==> src/design/ustlb_pkg.sv <==
package ustlb_pkg;
   // Register index and byte addresses (index times four)
   localparam logic [5:0] S2_INDEX       = 6'h05;
   localparam logic [5:0] S2_ADDR        = 6'h14;
   localparam logic [5:0] IRQ_STATUS_ADDR = 6'h18;
   localparam logic [5:0] IRQ_CLEAR_ADDR = 6'h1C;
   localparam logic [5:0] IRQ_ENABLE_ADDR = 6'h20;
   // Field positions of serial_status_control_two
   localparam int BRK_FLAG_BIT  = 7;
   localparam int EDGE_FLAG_BIT = 6;
   localparam int ORDER_BIT     = 5;
   localparam int INVERT_BIT    = 4;
   localparam int WAKE_IDLE_BIT = 3;
   localparam int TX_LONG_BIT   = 2;
   localparam int LBK_EN_BIT    = 1;
   localparam int RAF_BIT       = 0;
   // Interrupt status fields
   localparam int IRQ_BRK_BIT   = 0;
   localparam int IRQ_EDGE_BIT  = 1;
   localparam int IRQ_W         = 2;
   // Reset values
   localparam logic [7:0]       S2_RESET  = 8'h00;
   localparam logic [IRQ_W-1:0] IRQ_RESET = 2'h0;
   // Break lengths in bit times, indexed by frame format
   localparam logic [3:0][4:0] DET_SHORT = {5'h0D, 5'h0C, 5'h0B, 5'h0A};
   localparam logic [3:0][4:0] DET_LONG  = {5'h0F, 5'h0E, 5'h0C, 5'h0B};
   localparam logic [3:0][4:0] TX_SHORT  = {5'h0D, 5'h0C, 5'h0B, 5'h0A};
   localparam logic [3:0][4:0] TX_LONG   = {5'h10, 5'h0F, 5'h0E, 5'h0D};
   // Highest data bit index of the shortest character
   localparam logic [3:0] MSB_BASE = 4'h7;
endpackage

==> src/design/ustlb_rx_front.sv <==
`timescale 1ns/1ns
`default_nettype none
module ustlb_rx_front (
   // Clock and reset
   input  wire logic i_clk,
   input  wire logic i_resetn,
   // Pin and polarity
   input  wire logic i_rxd,
   input  wire logic i_invert,
   // Conditioned line
   output logic      o_line,
   output logic      o_active_edge
);
   logic sync_a;
   logic sync_b;
   logic line_prev;

   // Idle line is high, so the chain resets to mark
   always_ff @(posedge i_clk) begin
      if (!i_resetn) begin
         sync_a <= 1'b1;
         sync_b <= 1'b1;
      end else begin
         sync_a <= i_rxd;
         sync_b <= sync_a;
      end
   end

   // Inversion ahead of every consumer of the line
   always_ff @(posedge i_clk) begin
      if (!i_resetn) begin
         o_line    <= 1'b1;
         line_prev <= 1'b1;
      end else begin
         o_line    <= sync_b ^ i_invert;
         line_prev <= o_line;
      end
   end

   // Falling edge of the corrected line is the active pin edge
   assign o_active_edge = line_prev & ~o_line;
endmodule // ustlb_rx_front
`default_nettype wire

==> src/design/ustlb_break_det.sv <==
`timescale 1ns/1ns
`default_nettype none
module ustlb_break_det #(
   parameter int CNT_W = 5
) (
   // Clock and reset
   input  wire logic             i_clk,
   input  wire logic             i_resetn,
   // Line and timing
   input  wire logic             i_line,
   input  wire logic             i_bit_tick,
   input  wire logic [CNT_W-1:0] i_threshold,
   // Result
   output logic                  o_break
);
   logic [CNT_W-1:0] low_bits;
   logic             seen;

   if (CNT_W < 5) begin : g_chk
      $error("ustlb_break_det: CNT_W too small for break lengths");
   end

   // One report per break; the count saturates until the line returns high
   always_ff @(posedge i_clk) begin
      if (!i_resetn) begin
         low_bits <= '0;
         seen     <= 1'b0;
         o_break  <= 1'b0;
      end else if (i_line) begin
         low_bits <= '0;
         seen     <= 1'b0;
         o_break  <= 1'b0;
      end else begin
         o_break <= 1'b0;
         if (i_bit_tick && !seen) begin
            if (low_bits + 1'b1 >= i_threshold) begin
               seen    <= 1'b1;
               o_break <= 1'b1;
            end
            low_bits <= low_bits + 1'b1;
         end
      end
   end
endmodule // ustlb_break_det
`default_nettype wire

==> src/design/ustlb_top.sv <==
`timescale 1ns/1ns
`default_nettype none
module ustlb_top (
   // Clock and reset
   input  wire logic        i_clk,
   input  wire logic        i_resetn,
   // Avalon-MM slave
   input  wire logic [5:0]  i_avs_address,
   input  wire logic        i_avs_read,
   input  wire logic        i_avs_write,
   input  wire logic [31:0] i_avs_writedata,
   input  wire logic [3:0]  i_avs_byteenable,
   output logic      [31:0] o_avs_readdata,
   output logic             o_avs_waitrequest,
   // Serial pin
   input  wire logic        i_rxd,
   // From the rest of the UART
   input  wire logic        i_bit_tick,
   input  wire logic        i_nine_bit,
   input  wire logic        i_ten_bit_select,
   input  wire logic        i_parity_enable,
   input  wire logic        i_two_stop,
   input  wire logic        i_start_detect,
   input  wire logic        i_idle_detect,
   input  wire logic        i_receiver_standby,
   input  wire logic        i_frame_error_event,
   input  wire logic        i_receive_full_event,
   input  wire logic [9:0]  i_tx_data,
   input  wire logic [9:0]  i_rx_shift,
   // To the rest of the UART
   output logic             o_rx_line,
   output logic      [9:0]  o_tx_shift,
   output logic      [9:0]  o_rx_data,
   output logic      [4:0]  o_tx_break_bits,
   output logic             o_frame_error_set,
   output logic             o_receive_full_set,
   output logic             o_idle_set,
   output logic             o_receiver_active,
   output logic             o_irq
);
   localparam int IRQ_W = ustlb_pkg::IRQ_W;

   logic             break_detected_flag;
   logic             receive_edge_flag;
   logic             bit_order_reverse;
   logic             receive_polarity_invert;
   logic             wakeup_idle_report;
   logic             long_break_transmit;
   logic             long_break_detect_enable;
   logic             receiver_active_flag;
   logic [IRQ_W-1:0] irq_status;
   logic [IRQ_W-1:0] irq_enable;
   logic [7:0]       s2_value;
   logic [31:0]      next_readdata;
   logic [1:0]       fmt_idx;
   logic [4:0]       det_thresh;
   logic [3:0]       msb_idx;
   logic             active_edge;
   logic             line_raw;
   logic             break_seen;
   logic             break_event;
   logic             wr_go;
   logic             wr_s2;
   logic             wr_clear;
   logic             wr_enable;

   // Line conditioning and break detection
   ustlb_rx_front u_front (
      .i_clk         (i_clk),
      .i_resetn      (i_resetn),
      .i_rxd         (i_rxd),
      .i_invert      (receive_polarity_invert),
      .o_line        (line_raw),
      .o_active_edge (active_edge)
   );

   ustlb_break_det #(.CNT_W(5)) u_brk (
      .i_clk       (i_clk),
      .i_resetn    (i_resetn),
      .i_line      (line_raw),
      .i_bit_tick  (i_bit_tick),
      .i_threshold (det_thresh),
      .o_break     (break_seen)
   );

   assign o_rx_line   = line_raw;
   assign break_event = break_seen & long_break_detect_enable;

   // Frame format selects break lengths
   always_comb begin
      if (i_ten_bit_select) begin
         fmt_idx = i_two_stop ? 2'h3 : 2'h2;
      end else if (i_nine_bit && i_two_stop) begin
         fmt_idx = 2'h2;
      end else if (i_nine_bit || i_two_stop) begin
         fmt_idx = 2'h1;
      end else begin
         fmt_idx = 2'h0;
      end
   end

   always_comb begin
      if (long_break_detect_enable) begin
         det_thresh = ustlb_pkg::DET_LONG[fmt_idx];
      end else begin
         det_thresh = ustlb_pkg::DET_SHORT[fmt_idx];
      end
   end

   // Highest data bit; parity keeps its own slot above it
   assign msb_idx = ustlb_pkg::MSB_BASE + {3'h0, i_nine_bit}
                  + {3'h0, i_ten_bit_select} - {3'h0, i_parity_enable};

   function automatic logic [9:0] ustlb_order(input logic [9:0] d,
                                              input logic [3:0] msb,
                                              input logic       rev);
      logic [9:0] r;
      r = d;
      for (int i = 0; i < 10; i++) begin
         if (rev && i <= int'(msb)) begin
            r[i] = d[int'(msb) - i];
         end
      end
      return r;
   endfunction

   // Avalon slave: one wait cycle, answer in the next
   assign wr_go     = i_avs_write & ~o_avs_waitrequest;
   assign wr_s2     = wr_go & i_avs_byteenable[0]
                    & (i_avs_address == ustlb_pkg::S2_ADDR);
   assign wr_clear  = wr_go & i_avs_byteenable[0]
                    & (i_avs_address == ustlb_pkg::IRQ_CLEAR_ADDR);
   assign wr_enable = wr_go & i_avs_byteenable[0]
                    & (i_avs_address == ustlb_pkg::IRQ_ENABLE_ADDR);

   always_ff @(posedge i_clk) begin
      if (!i_resetn) begin
         o_avs_waitrequest <= 1'b1;
      end else begin
         o_avs_waitrequest <= ~((i_avs_read | i_avs_write) & o_avs_waitrequest);
      end
   end

   assign s2_value = {break_detected_flag, receive_edge_flag, bit_order_reverse,
                      receive_polarity_invert, wakeup_idle_report,
                      long_break_transmit, long_break_detect_enable,
                      receiver_active_flag};

   // Clear register reads as zero, unmapped addresses too
   always_comb begin
      case (i_avs_address)
         ustlb_pkg::S2_ADDR:         next_readdata = {24'h000000, s2_value};
         ustlb_pkg::IRQ_STATUS_ADDR: next_readdata = {30'h0, irq_status};
         ustlb_pkg::IRQ_ENABLE_ADDR: next_readdata = {30'h0, irq_enable};
         default:                    next_readdata = 32'h00000000;
      endcase
   end

   always_ff @(posedge i_clk) begin
      if (!i_resetn) begin
         o_avs_readdata <= 32'h00000000;
      end else if (i_avs_read && o_avs_waitrequest) begin
         o_avs_readdata <= next_readdata;
      end
   end

   // Control bits; order and idle bits assume software quiesced the unit
   always_ff @(posedge i_clk) begin
      if (!i_resetn) begin
         bit_order_reverse        <= ustlb_pkg::S2_RESET[ustlb_pkg::ORDER_BIT];
         receive_polarity_invert  <= ustlb_pkg::S2_RESET[ustlb_pkg::INVERT_BIT];
         wakeup_idle_report       <= ustlb_pkg::S2_RESET[ustlb_pkg::WAKE_IDLE_BIT];
         long_break_transmit      <= ustlb_pkg::S2_RESET[ustlb_pkg::TX_LONG_BIT];
         long_break_detect_enable <= ustlb_pkg::S2_RESET[ustlb_pkg::LBK_EN_BIT];
      end else if (wr_s2) begin
         bit_order_reverse        <= i_avs_writedata[ustlb_pkg::ORDER_BIT];
         receive_polarity_invert  <= i_avs_writedata[ustlb_pkg::INVERT_BIT];
         wakeup_idle_report       <= i_avs_writedata[ustlb_pkg::WAKE_IDLE_BIT];
         long_break_transmit      <= i_avs_writedata[ustlb_pkg::TX_LONG_BIT];
         long_break_detect_enable <= i_avs_writedata[ustlb_pkg::LBK_EN_BIT];
      end
   end

   // Write-one-to-clear flags; a same-cycle event wins over the clear
   always_ff @(posedge i_clk) begin
      if (!i_resetn) begin
         break_detected_flag <= ustlb_pkg::S2_RESET[ustlb_pkg::BRK_FLAG_BIT];
      end else if (break_event) begin
         break_detected_flag <= 1'b1;
      end else if (wr_s2 && i_avs_writedata[ustlb_pkg::BRK_FLAG_BIT]) begin
         break_detected_flag <= 1'b0;
      end
   end

   always_ff @(posedge i_clk) begin
      if (!i_resetn) begin
         receive_edge_flag <= ustlb_pkg::S2_RESET[ustlb_pkg::EDGE_FLAG_BIT];
      end else if (active_edge) begin
         receive_edge_flag <= 1'b1;
      end else if (wr_s2 && i_avs_writedata[ustlb_pkg::EDGE_FLAG_BIT]) begin
         receive_edge_flag <= 1'b0;
      end
   end

   // Start of a new frame outranks an idle seen in the same cycle
   always_ff @(posedge i_clk) begin
      if (!i_resetn) begin
         receiver_active_flag <= ustlb_pkg::S2_RESET[ustlb_pkg::RAF_BIT];
      end else if (i_start_detect) begin
         receiver_active_flag <= 1'b1;
      end else if (i_idle_detect) begin
         receiver_active_flag <= 1'b0;
      end
   end

   // Interrupt status, clear and enable
   always_ff @(posedge i_clk) begin
      if (!i_resetn) begin
         irq_status <= ustlb_pkg::IRQ_RESET;
      end else begin
         irq_status <= (irq_status & ~({IRQ_W{wr_clear}} & i_avs_writedata[IRQ_W-1:0]))
                     | {active_edge, break_event};
      end
   end

   always_ff @(posedge i_clk) begin
      if (!i_resetn) begin
         irq_enable <= ustlb_pkg::IRQ_RESET;
      end else if (wr_enable) begin
         irq_enable <= i_avs_writedata[IRQ_W-1:0];
      end
   end

   always_ff @(posedge i_clk) begin
      if (!i_resetn) begin
         o_irq <= 1'b0;
      end else begin
         o_irq <= |(irq_status & irq_enable);
      end
   end

   // Flag gating toward the receiver core
   always_ff @(posedge i_clk) begin
      if (!i_resetn) begin
         o_frame_error_set  <= 1'b0;
         o_receive_full_set <= 1'b0;
         o_idle_set         <= 1'b0;
         o_receiver_active  <= 1'b0;
      end else begin
         o_frame_error_set  <= i_frame_error_event & ~long_break_detect_enable;
         o_receive_full_set <= i_receive_full_event & ~long_break_detect_enable;
         o_idle_set         <= i_idle_detect
                             & (~i_receiver_standby | wakeup_idle_report);
         o_receiver_active  <= receiver_active_flag;
      end
   end

   // Data ordering and transmit break length
   always_ff @(posedge i_clk) begin
      if (!i_resetn) begin
         o_tx_shift      <= 10'h000;
         o_rx_data       <= 10'h000;
         o_tx_break_bits <= ustlb_pkg::TX_SHORT[0];
      end else begin
         o_tx_shift      <= ustlb_order(i_tx_data, msb_idx, bit_order_reverse);
         o_rx_data       <= ustlb_order(i_rx_shift, msb_idx, bit_order_reverse);
         o_tx_break_bits <= long_break_transmit ? ustlb_pkg::TX_LONG[fmt_idx]
                                                : ustlb_pkg::TX_SHORT[fmt_idx];
      end
   end
endmodule // ustlb_top
`default_nettype wire

==> config.mk <==
export PLATFORM = sky130hd
export DESIGN_NAME = ustlb_top
export DESIGN_NICKNAME = d
export VERILOG_FILES = /design/src/design/ustlb_pkg.sv /design/src/design/ustlb_rx_front.sv /design/src/design/ustlb_break_det.sv /design/src/design/ustlb_top.sv
export SDC_FILE = /design/constraint.sdc
export NUM_CORES = 1
export LEC_CHECK = 0
export BUFFER_PORTS_ARGS = -buffer_cell sky130_fd_sc_hd__buf_2
export CORE_ASPECT_RATIO = 1.75
export CORE_MARGIN = 3
export CORE_UTILIZATION = 51
export CTS_CLUSTER_SIZE = 10
export DETAILED_ROUTE_END_ITERATION = 7
export PLACE_DENSITY_LB_ADDON = 0.1
export SETUP_SLACK_MARGIN = 0.15
export SLEW_MARGIN = 15
export SYNTH_ARGS = -nofsm -noshare
export SYNTH_HDL_FRONTEND = slang
export SYNTH_SLANG_ARGS = --single-unit
==> constraint.sdc <==
create_clock -name i_clk -period 4.2 [get_ports i_clk]
set_input_delay 0.63 -clock i_clk [delete_from_list [all_inputs] [get_ports i_clk]]
set_output_delay 0.63 -clock i_clk [all_outputs]
set_load 0.005 [all_outputs]
=== Yosys cells after proc, flatten, opt, wreduce, memory -nomap -nowiden ===
Cells that the tools add are included.

* Register bits: 86
* Latch bits: 0
* Memory bits (writable): 0
* Memory bits (read-only): 0
* Input bits: 77
* Memories kept: 0

* $add $sub $neg: 13
* Multipliers: 0
* Divide/modulo/power cells: 0
* Order comparisons: 21
* Equal/unequal tests: 4
* Shift operators: 0
* Muxes and demuxes: 98
* Bitwise operators: 26
* Reduce and logical (&&, ||, !) cells: 23

{| class="wikitable"
|+ Operators by type and width
! cell !! count
|-
| 1-bit binary-select mux with 4-bit select || 20
|-
| 1-bit 2-to-1 mux || 67
|-
| 5-bit by 6-bit less-than comparator with 1-bit output (second input constant) || 9
|-
| 5-bit binary-select mux with 2-bit select || 3
|-
| 5-bit 2-to-1 mux || 5
|-
| 8-bit case mux with 3 select lines || 1
|-
| 4-bit by 3-bit subtractor with 5-bit output (second input constant) || 4
|-
| 6-bit by 5-bit == test with 1-bit output (second input constant) || 3
|-
| 3-bit by 4-bit <= comparator with 1-bit output (first input constant) || 4
|-
| 1-bit logical AND || 14
|-
| 1-bit AND || 11
|-
| 4-bit by 2-bit subtractor with 5-bit output (second input constant) || 2
|-
| 4-bit by 4-bit subtractor with 5-bit output (second input constant) || 2
|-
| 2-bit by 4-bit <= comparator with 1-bit output (first input constant) || 2
|-
| 4-bit <= comparator (first input constant) || 2
|-
| 1-bit NOT || 7
|-
| 2-bit AND || 3
|-
| 6-bit == test (second input constant) || 1
|-
| 2-bit nonzero test || 3
|-
| 5-bit by 1-bit adder with 5-bit output (second input constant) || 1
|-
| 5-bit greater-or-equal comparator || 1
|-
| 4-bit by 5-bit less-than comparator with 1-bit output (second input constant) || 1
|-
| 4-bit by 1-bit subtractor with 5-bit output (second input constant) || 1
|-
| 3-bit by 1-bit adder with 4-bit output (first input constant) || 1
|-
| 14 further kinds || 17
|}

=== Logic depth before layout (Yosys ltp) ===
Gate-level depths: netlist of run 1.

* Word-level depth: 9
* Gate-level depth with buffers: 10

=== Modules after synthesis ===
A second synthesis of run 1 with hierarchy kept.

* Cells, all modules: 361
* Area total of the unflattened synthesis: 3489.6 um^2

{| class="wikitable"
|+ Modules (own cells, without submodules)
! module !! instances !! cells an instance !! area an instance (um^2) !! seq. area each (um^2)
|-
| ustlb_top || 1 || 299 || 2922.8 || 1021.0
|-
| ustlb_break_det || 1 || 52 || 449.2 || 140.1
|-
| ustlb_rx_front || 1 || 10 || 117.6 || 80.1
|}

=== Worst setup path before layout of run 1 ===
OpenSTA, ideal clock, no wires.

* Path type: in2reg
* From: input port i_nine_bit
* To: register o_rx_data[1]
* Library setup time: 0.115 ns
* Arrival time: 2.994 ns
* Data required time: 4.085 ns
* Setup slack: 1.091 ns
* Stages on the path: 10
* Cell sequence: inv_1 > fa_1 > buf_2 > buf_2 > inv_1 > ha_1 > mux4_2 > nand2_1 > a21oi_1 > o21a_1

* Word-level cells in the longest chain between the ends: 8
* Elaborated cells between the ends (all ways): 10
* Those cells by class: add/sub: 4; order compare: 1; mux: 4; reduce/logical: 1

{| class="wikitable"
|+ RTL lines
! element !! line !! RTL
|-
| start, declared || ustlb_top.sv:19 || <nowiki>input wire logic i_nine_bit,</nowiki>
|-
| 3-bit by 1-bit adder with 4-bit output (*) || ustlb_top.sv:111 || <nowiki>assign msb_idx = ustlb_pkg::MSB_BASE + {3'h0, i_nine_bit}</nowiki>
|-
| 4-bit by 1-bit adder with 4-bit output (*) || ustlb_top.sv:112 || <nowiki>+ {3'h0, i_ten_bit_select} - {3'h0, i_parity_enable};</nowiki>
|-
| 4-bit by 1-bit subtractor with 4-bit output (*) || ustlb_top.sv:112 ||
|-
| 4-bit by 1-bit subtractor with 5-bit output || ustlb_top.sv:121 || <nowiki>r[i] = d[int'(msb) - i];</nowiki>
|-
| 1-bit binary-select mux with 4-bit select || ustlb_top.sv:121 ||
|-
| 1-bit 2-to-1 mux (implied by the code) (2 in series) || ustlb_top.sv:121 ||
|-
| 1-bit 2-to-1 mux (*) || ustlb_top.sv:120 || <nowiki>if (rev && i <= int'(msb)) begin</nowiki>
|-
| end signal, assigned || ustlb_top.sv:266 || <nowiki>o_rx_data <= ustlb_order(i_rx_shift, msb_idx, bit_order_reverse);</nowiki>
|-
| end, declared || ustlb_top.sv:33 || <nowiki>output logic [9:0] o_rx_data,</nowiki>
|}

Mark *: on every way between the ends. The rest lies on a longest branch, timed or not. The select of a mux whose other input is x is not followed.
A chain may end at the register's enable or synchronous reset.

=== Worst setup path in the final report of run 1 ===
* From: input port i_ten_bit_select
* To: register o_rx_data[1]

* Word-level cells in the longest chain between the ends: 7
* Elaborated cells between the ends (all ways): 9
* Those cells by class: add/sub: 3; order compare: 1; mux: 4; reduce/logical: 1

{| class="wikitable"
|+ RTL lines
! element !! line !! RTL
|-
| start, declared || ustlb_top.sv:20 || <nowiki>input wire logic i_ten_bit_select,</nowiki>
|-
| 4-bit by 1-bit adder with 4-bit output (*) || ustlb_top.sv:112 ||
|-
| 4-bit by 1-bit subtractor with 4-bit output (*) || ustlb_top.sv:112 ||
|-
| 4-bit by 1-bit subtractor with 5-bit output || ustlb_top.sv:121 ||
|-
| 1-bit binary-select mux with 4-bit select || ustlb_top.sv:121 ||
|-
| 1-bit 2-to-1 mux (implied by the code) (2 in series) || ustlb_top.sv:121 ||
|-
| 1-bit 2-to-1 mux (*) || ustlb_top.sv:120 ||
|}

Marked as above.

==> impl_metrics.json, run 1 <==
{
  "core-area_sq_um": 5970,
  "hold_class": "reg2reg",
  "grt_max_degree": 31,
  "grt_usage_pct": 22.0,
  "grt_pass1_wl_microns": 12200,
  "required_ns": 4.44,
  "drc_errors": 0,
  "wl_met1_microns": 2720,
  "max_freq_mhz": 390,
  "avgSynthCellArea_sq_um": 9.53,
  "synth_edf_count": 0,
  "internal_power_mw": 1.03,
  "drtAntennaViolNets": 0,
  "cp_common_cell": "inv_1",
  "rsz0062_at_grt": "false",
  "routed.top_layer": "met4",
  "cts_buffer_depth": 2,
  "clkTransAtPathRegs_ns": 0.06,
  "ctsHoldBuffers": 0,
  "clkPwrFrac_pct": 39.3,
  "gp_congestion": 0.933,
  "die_h_microns": 111,
  "tns_ns": 0,
  "instances_no_fill": 501,
  "status": "finished, final reports clean",
  "cts_setup_buffers": 0,
  "drv_cap": 0,
  "clock_latency_ns": 0.34,
  "post_cts_resized": 0,
  "worstPathArrival_ns": 2.80,
  "synth_seq_cells": 62,
  "initial_core_util_pct": 53.6,
  "pwr-share-comb_pct": 16.3,
  "p_sw_share_pct": 25.2,
  "cts_sinks": 62,
  "numCtsBuffers": 9,
  "synthFlopType": "dfxtp_1",
  "fin_worst_skew_ns": 0.00626,
  "vias": 2693,
  "wl_met3_microns": 482,
  "crit_type": "in2reg",
  "hpwl_microns": 5830,
  "postPlaceCellArea_sq_um": 3570,
  "grt_pass1_vias": 2578,
  "power.switching_mw": 0.347,
  "drt_iter0_drc": 219,
  "worstSetupStartpointType": "input port",
  "via_per_inst": 5.38,
  "final_cell_area_sq_um": 3780,
  "cp_slowest_cell": "fa_1",
  "worst_pin_slew_ns": 1.01,
  "yosysSeqAreaShare_pct": 38.8,
  "setup_viol": 0,
  "drive_gt1_share_pct": 29.8,
  "drt_wl_total_microns": 7690,
  "cts-root-buf": "clkbuf_8",
  "path_cells": "buf_2, inv_1, fa_1, inv_1, ha_1, mux4_2, nand2_1, a21oi_1, o21a_1",
  "area_growth_syn_to_layout_pct": 18.0,
  "fp.dieW_microns": 65.9,
  "dieArea_sq_um": 7300,
  "final_cell_mix": "buf_2, dfxtp_1, nand2_1",
  "dr.pass1.iters": 4,
  "slew_headroom_pct": 32.9,
  "synthCells": 336,
  "pwr-share-seq_pct": 44.4,
  "nFillCells": 545,
  "synth_warnings": 0,
  "grt-ovfl-total": 0,
  "num_io_pins": 141,
  "crit_fanout": 12,
  "wl_per_cell_microns": 15.3,
  "period_share_pct": 61.1,
  "slowest_delay_ns": 0.51,
  "hold_viol_final": 0,
  "antenna_found_initial": 0,
  "vdd_drop_max_v": 0.000303,
  "cts_tree": "done",
  "end_kind": "flop",
  "diodes": 0,
  "num_rows": 37,
  "slew_violations": 0,
  "dp_cells": 486,
  "nets": 507,
  "period_needed_ns": 2.57,
  "ys_types": 48,
  "p_leak_nw": 1.68,
  "layout_commonest_cell": "buf_2",
  "port_buffers": 89,
  "dr_wl_met2_microns": 4180,
  "cts_max_level": 3,
  "async_flop_share_pct": 0,
  "synth_area_sq_um": 3200,
  "power.density_nw_per_um2": 365
}
-- Yosys cell counts, drive strengths merged, types with 6 or more instances --
cell type | n | area share [%]
a21oi | 16 | 2.5
buf | 28 | 6.2
clkbuf | 13 | 2.1
dfxtp | 62 | 39
ha | 10 | 3.9
inv | 12 | 1.4
mux2i | 15 | 4.7
mux4 | 12 | 8.4
nand2 | 28 | 3.3
nand2b | 8 | 1.6
nand3 | 16 | 2.5
nor2 | 26 | 3.0
nor3b | 6 | 1.8
o21ai | 16 | 2.5
o22ai | 6 | 1.2
-- cells by family after synthesis --
family	synth area share [%]
XOR/XNOR	1.91
multiplexers	13.5
AND/OR/NAND/NOR	16.9
adder cells (fa/ha/maj)	4.53
flip-flops	38.8
AO/OA/AOI/OAI	14.5
other	0.117
buffers and inverters	9.77
-- per-layer routing --
layer  GRT usage [%]  up-vias
li1                -     1318
met4            15.0        0
met1            22.8     1250
met2            37.9      105
met5               0        -
met3            4.77       20
-- through the flow --
| stage | power (mW) | hold slack [ns] | util [%] | worst slack [ns] |
|---|---|---|---|---|
| 6_report | 1.38 | 0.414 | 63.3 | 1.63 |
| 5_1_grt | 1.44 | 0.429 | 63.3 | 1.52 |
| 2_1_floorplan | 0.789 | 0.386 | - | 1.09 |
| 4_1_cts | 1.39 | 0.424 | 63.3 | 1.64 |
| 3_3_place_gp | 0.845 | 0.389 | 59.8 | 1.29 |
| 3_5_place_dp | 0.849 | 0.409 | 59.8 | 1.27 |
-- cell type report --
class                      count  area, sq um  share of cell area (%)
clock buffer                  12          165                    4.37
clock inverter                 3         42.5                    1.13
inverter                      12         45.0                    1.19
multi-input combinational    244         1730                    45.9
sequential                    62         1240                    32.8
tap                           78         97.6                    2.58
timing repair buffer          90          453                    12.0
-- path summary, 6_finish.rpt --
check,slack [ns],depth (start not counted),end,start
setup / recovery,1.63,9,o_rx_data[1],i_ten_bit_select
hold reg to reg,0.41,1,u_front.sync_b,u_front.sync_a
setup reg to reg,2.35,7,u_brk.seen,u_brk.low_bits[0]
hold / removal,0.41,1,u_front.sync_b,u_front.sync_a
-- sequential cells by signal, indices dropped and copies added (netlist names), 2 cells and up --
name             flops
o_rx_data           10
o_tx_shift          10
o_avs_readdata       8
o_tx_break_bits      5
u_brk.low_bits       5
irq_enable           2
irq_status           2
-- power groups by stage --
| stage | clock network [mW] | logic (mW) | registers [mW] |
|---|---|---|---|
| floorplan | 0 | 0.162 | 0.626 |
| detailed placement | 0 | 0.225 | 0.624 |
| finish | 0.542 | 0.225 | 0.611 |
| CTS | 0.558 | 0.226 | 0.611 |
| global placement | 0 | 0.221 | 0.624 |
| global route | 0.578 | 0.247 | 0.613 |
-- worst max-delay path, delay by kind of cell --
family / cells / cell delay (ns)
adders and majority gates: 2 / 0.98
muxes: 1 / 0.38
and+or+nand+nor: 1 / 0.11
buffers and inverters: 3 / 0.46
AOI/OAI and AO/OA: 2 / 0.23
Power figures use the tool's default switching activity.
==> inputs of run 2 (changes only) <==
--- a/config.mk
+++ b/config.mk
@@ -8,7 +8,7 @@
 export BUFFER_PORTS_ARGS = -buffer_cell sky130_fd_sc_hd__buf_2
 export CORE_ASPECT_RATIO = 1.75
 export CORE_MARGIN = 3
-export CORE_UTILIZATION = 51
+export CORE_UTILIZATION = 48
 export CTS_CLUSTER_SIZE = 10
 export DETAILED_ROUTE_END_ITERATION = 7
 export PLACE_DENSITY_LB_ADDON = 0.1
==> constraint.sdc (replaced) <==
create_clock -name i_clk -period 2.4 [get_ports i_clk]
set_input_delay 0.36 -clock i_clk [delete_from_list [all_inputs] [get_ports i_clk]]
set_output_delay 0.36 -clock i_clk [all_outputs]
set_load 0.005 [all_outputs]
==> impl_metrics.json, run 2 (same netlist as run 1, synthesis figures left out) <==
{
  "status": "finished, final reports clean",
  "crit_fanout": 11,
  "cts_setup_buffers": 0,
  "nFillCells": 586,
  "hold_class": "in2reg",
  "p_sw_share_pct": 27.4,
  "instances_no_fill": 514,
  "pwr-share-seq_pct": 44.2,
  "cts_tree": "done",
  "area_growth_syn_to_layout_pct": 21.1,
  "vias": 2719,
  "power.density_nw_per_um2": 623,
  "core-area_sq_um": 6320,
  "worst_pin_slew_ns": 0.556,
  "grt_pass1_wl_microns": 11800,
  "port_buffers": 89,
  "largestRegisters": "o_rx_data (10), o_tx_shift (10), o_avs_readdata (8)",
  "hpwl_microns": 5940,
  "end_kind": "flop",
  "power.switching_mw": 0.663,
  "required_ns": 2.66,
  "worstSetupStartpointType": "input port",
  "period_share_pct": 82.9,
  "nets": 517,
  "hold_viol_final": 0,
  "die_h_microns": 114,
  "grt_max_degree": 28,
  "clkPwrFrac_pct": 38.4,
  "cts_max_level": 3,
  "num_rows": 38,
  "p_total_mw": 2.42,
  "max_freq_mhz": 502,
  "drc_errors": 0,
  "setup_viol": 0,
  "grt_pass1_vias": 2585,
  "drtAntennaViolNets": 0,
  "clock_latency_ns": 0.35,
  "post_cts_resized": 0,
  "clkTransAtPathRegs_ns": 0.08,
  "drt_iter0_drc": 223,
  "fin_worst_skew_ns": 0.00678,
  "final_cell_mix": "buf_2, dfxtp_1, nand2_1",
  "p_leak_nw": 1.72,
  "cts_buffer_depth": 2,
  "dp_cells": 498,
  "initial_core_util_pct": 50.6,
  "drive_gt1_share_pct": 32.5,
  "postPlaceCellArea_sq_um": 3680,
  "numCtsBuffers": 9,
  "via_per_inst": 5.29,
  "fp.dieW_microns": 67.7,
  "dr.pass1.iters": 4,
  "worstPathArrival_ns": 2.25,
  "ctsHoldBuffers": 0,
  "cts_sinks": 62,
  "num_io_pins": 141,
  "slew_violations": 0,
  "drv_cap": 0,
  "pwr-share-comb_pct": 17.4,
  "internal_power_mw": 1.75,
  "grt_usage_pct": 20.6,
  "period_needed_ns": 1.99,
  "slew_headroom_pct": 62.9,
  "layout_commonest_cell": "buf_2",
  "vdd_drop_max_v": 0.000448,
  "antenna_found_initial": 0,
  "gp_congestion": 0.810,
  "utilization_pct": 61.3,
  "rsz0062_at_grt": "false",
  "tns_ns": 0,
  "crit_type": "in2reg",
  "final_cell_area_sq_um": 3880,
  "grt-ovfl-total": 0,
  "drt_wl_total_microns": 7630,
  "wl_per_cell_microns": 14.9,
  "dieArea_sq_um": 7730,
  "diodes": 0,
  "cts-root-buf": "clkbuf_8"
}
-- run 2: layer usage --
layer	GRT usage [%]	share of wire [%]
met1	20.1	35
met2	38.1	55
met3	4.14	6.6
met4	11.9	3.2
met5	0	0
-- run 2: cell type report --
class	count	area, sq um	share of cell area, %
inverter	12	47.5	1.23
sequential	62	1240	32.0
timing repair buffer	100	541	13.9
clock inverter	7	75.1	1.94
tap	80	100	2.58
clock buffer	9	124	3.19
multi-input combinational	244	1750	45.1
-- run 2: power groups by stage --
stage	combinational, mW	sequential [mW]	clock, mW
floorplan	0.307	1.10	0
detailed placement	0.421	1.09	0
finish	0.421	1.07	0.928
CTS	0.422	1.07	0.947
global route	0.461	1.07	0.984
global placement	0.414	1.09	0
-- run 2: final timing paths --
path / from / endpoint / slack [ns] / cells past startpoint
max: i_ten_bit_select / o_rx_data[1] / 0.41 / 8
min: i_receiver_standby / o_idle_set / 0.18 / 2
max reg2reg: u_brk.low_bits[0] / u_brk.seen / 0.56 / 7
min reg2reg: u_front.sync_a / u_front.sync_b / 0.41 / 1
-- run 2: per-stage QoR --
stage	hold WS, ns	setup slack (ns)
final	0.182	0.409
after global routing	0.180	0.306
after CTS	0.171	0.411
after detailed placement	0.395	0.0206
after global placement	0.388	0.0487
after floorplan	0.386	0.0445
-- run 2: critical path, stage by stage --
cell and delay, ns:
buf_2 0.11, inv_2 0.04, fa_2 0.61, buf_4 0.23
mux4_2 0.53, nand2_1 0.11, a21oi_1 0.08, o21a_1 0.17
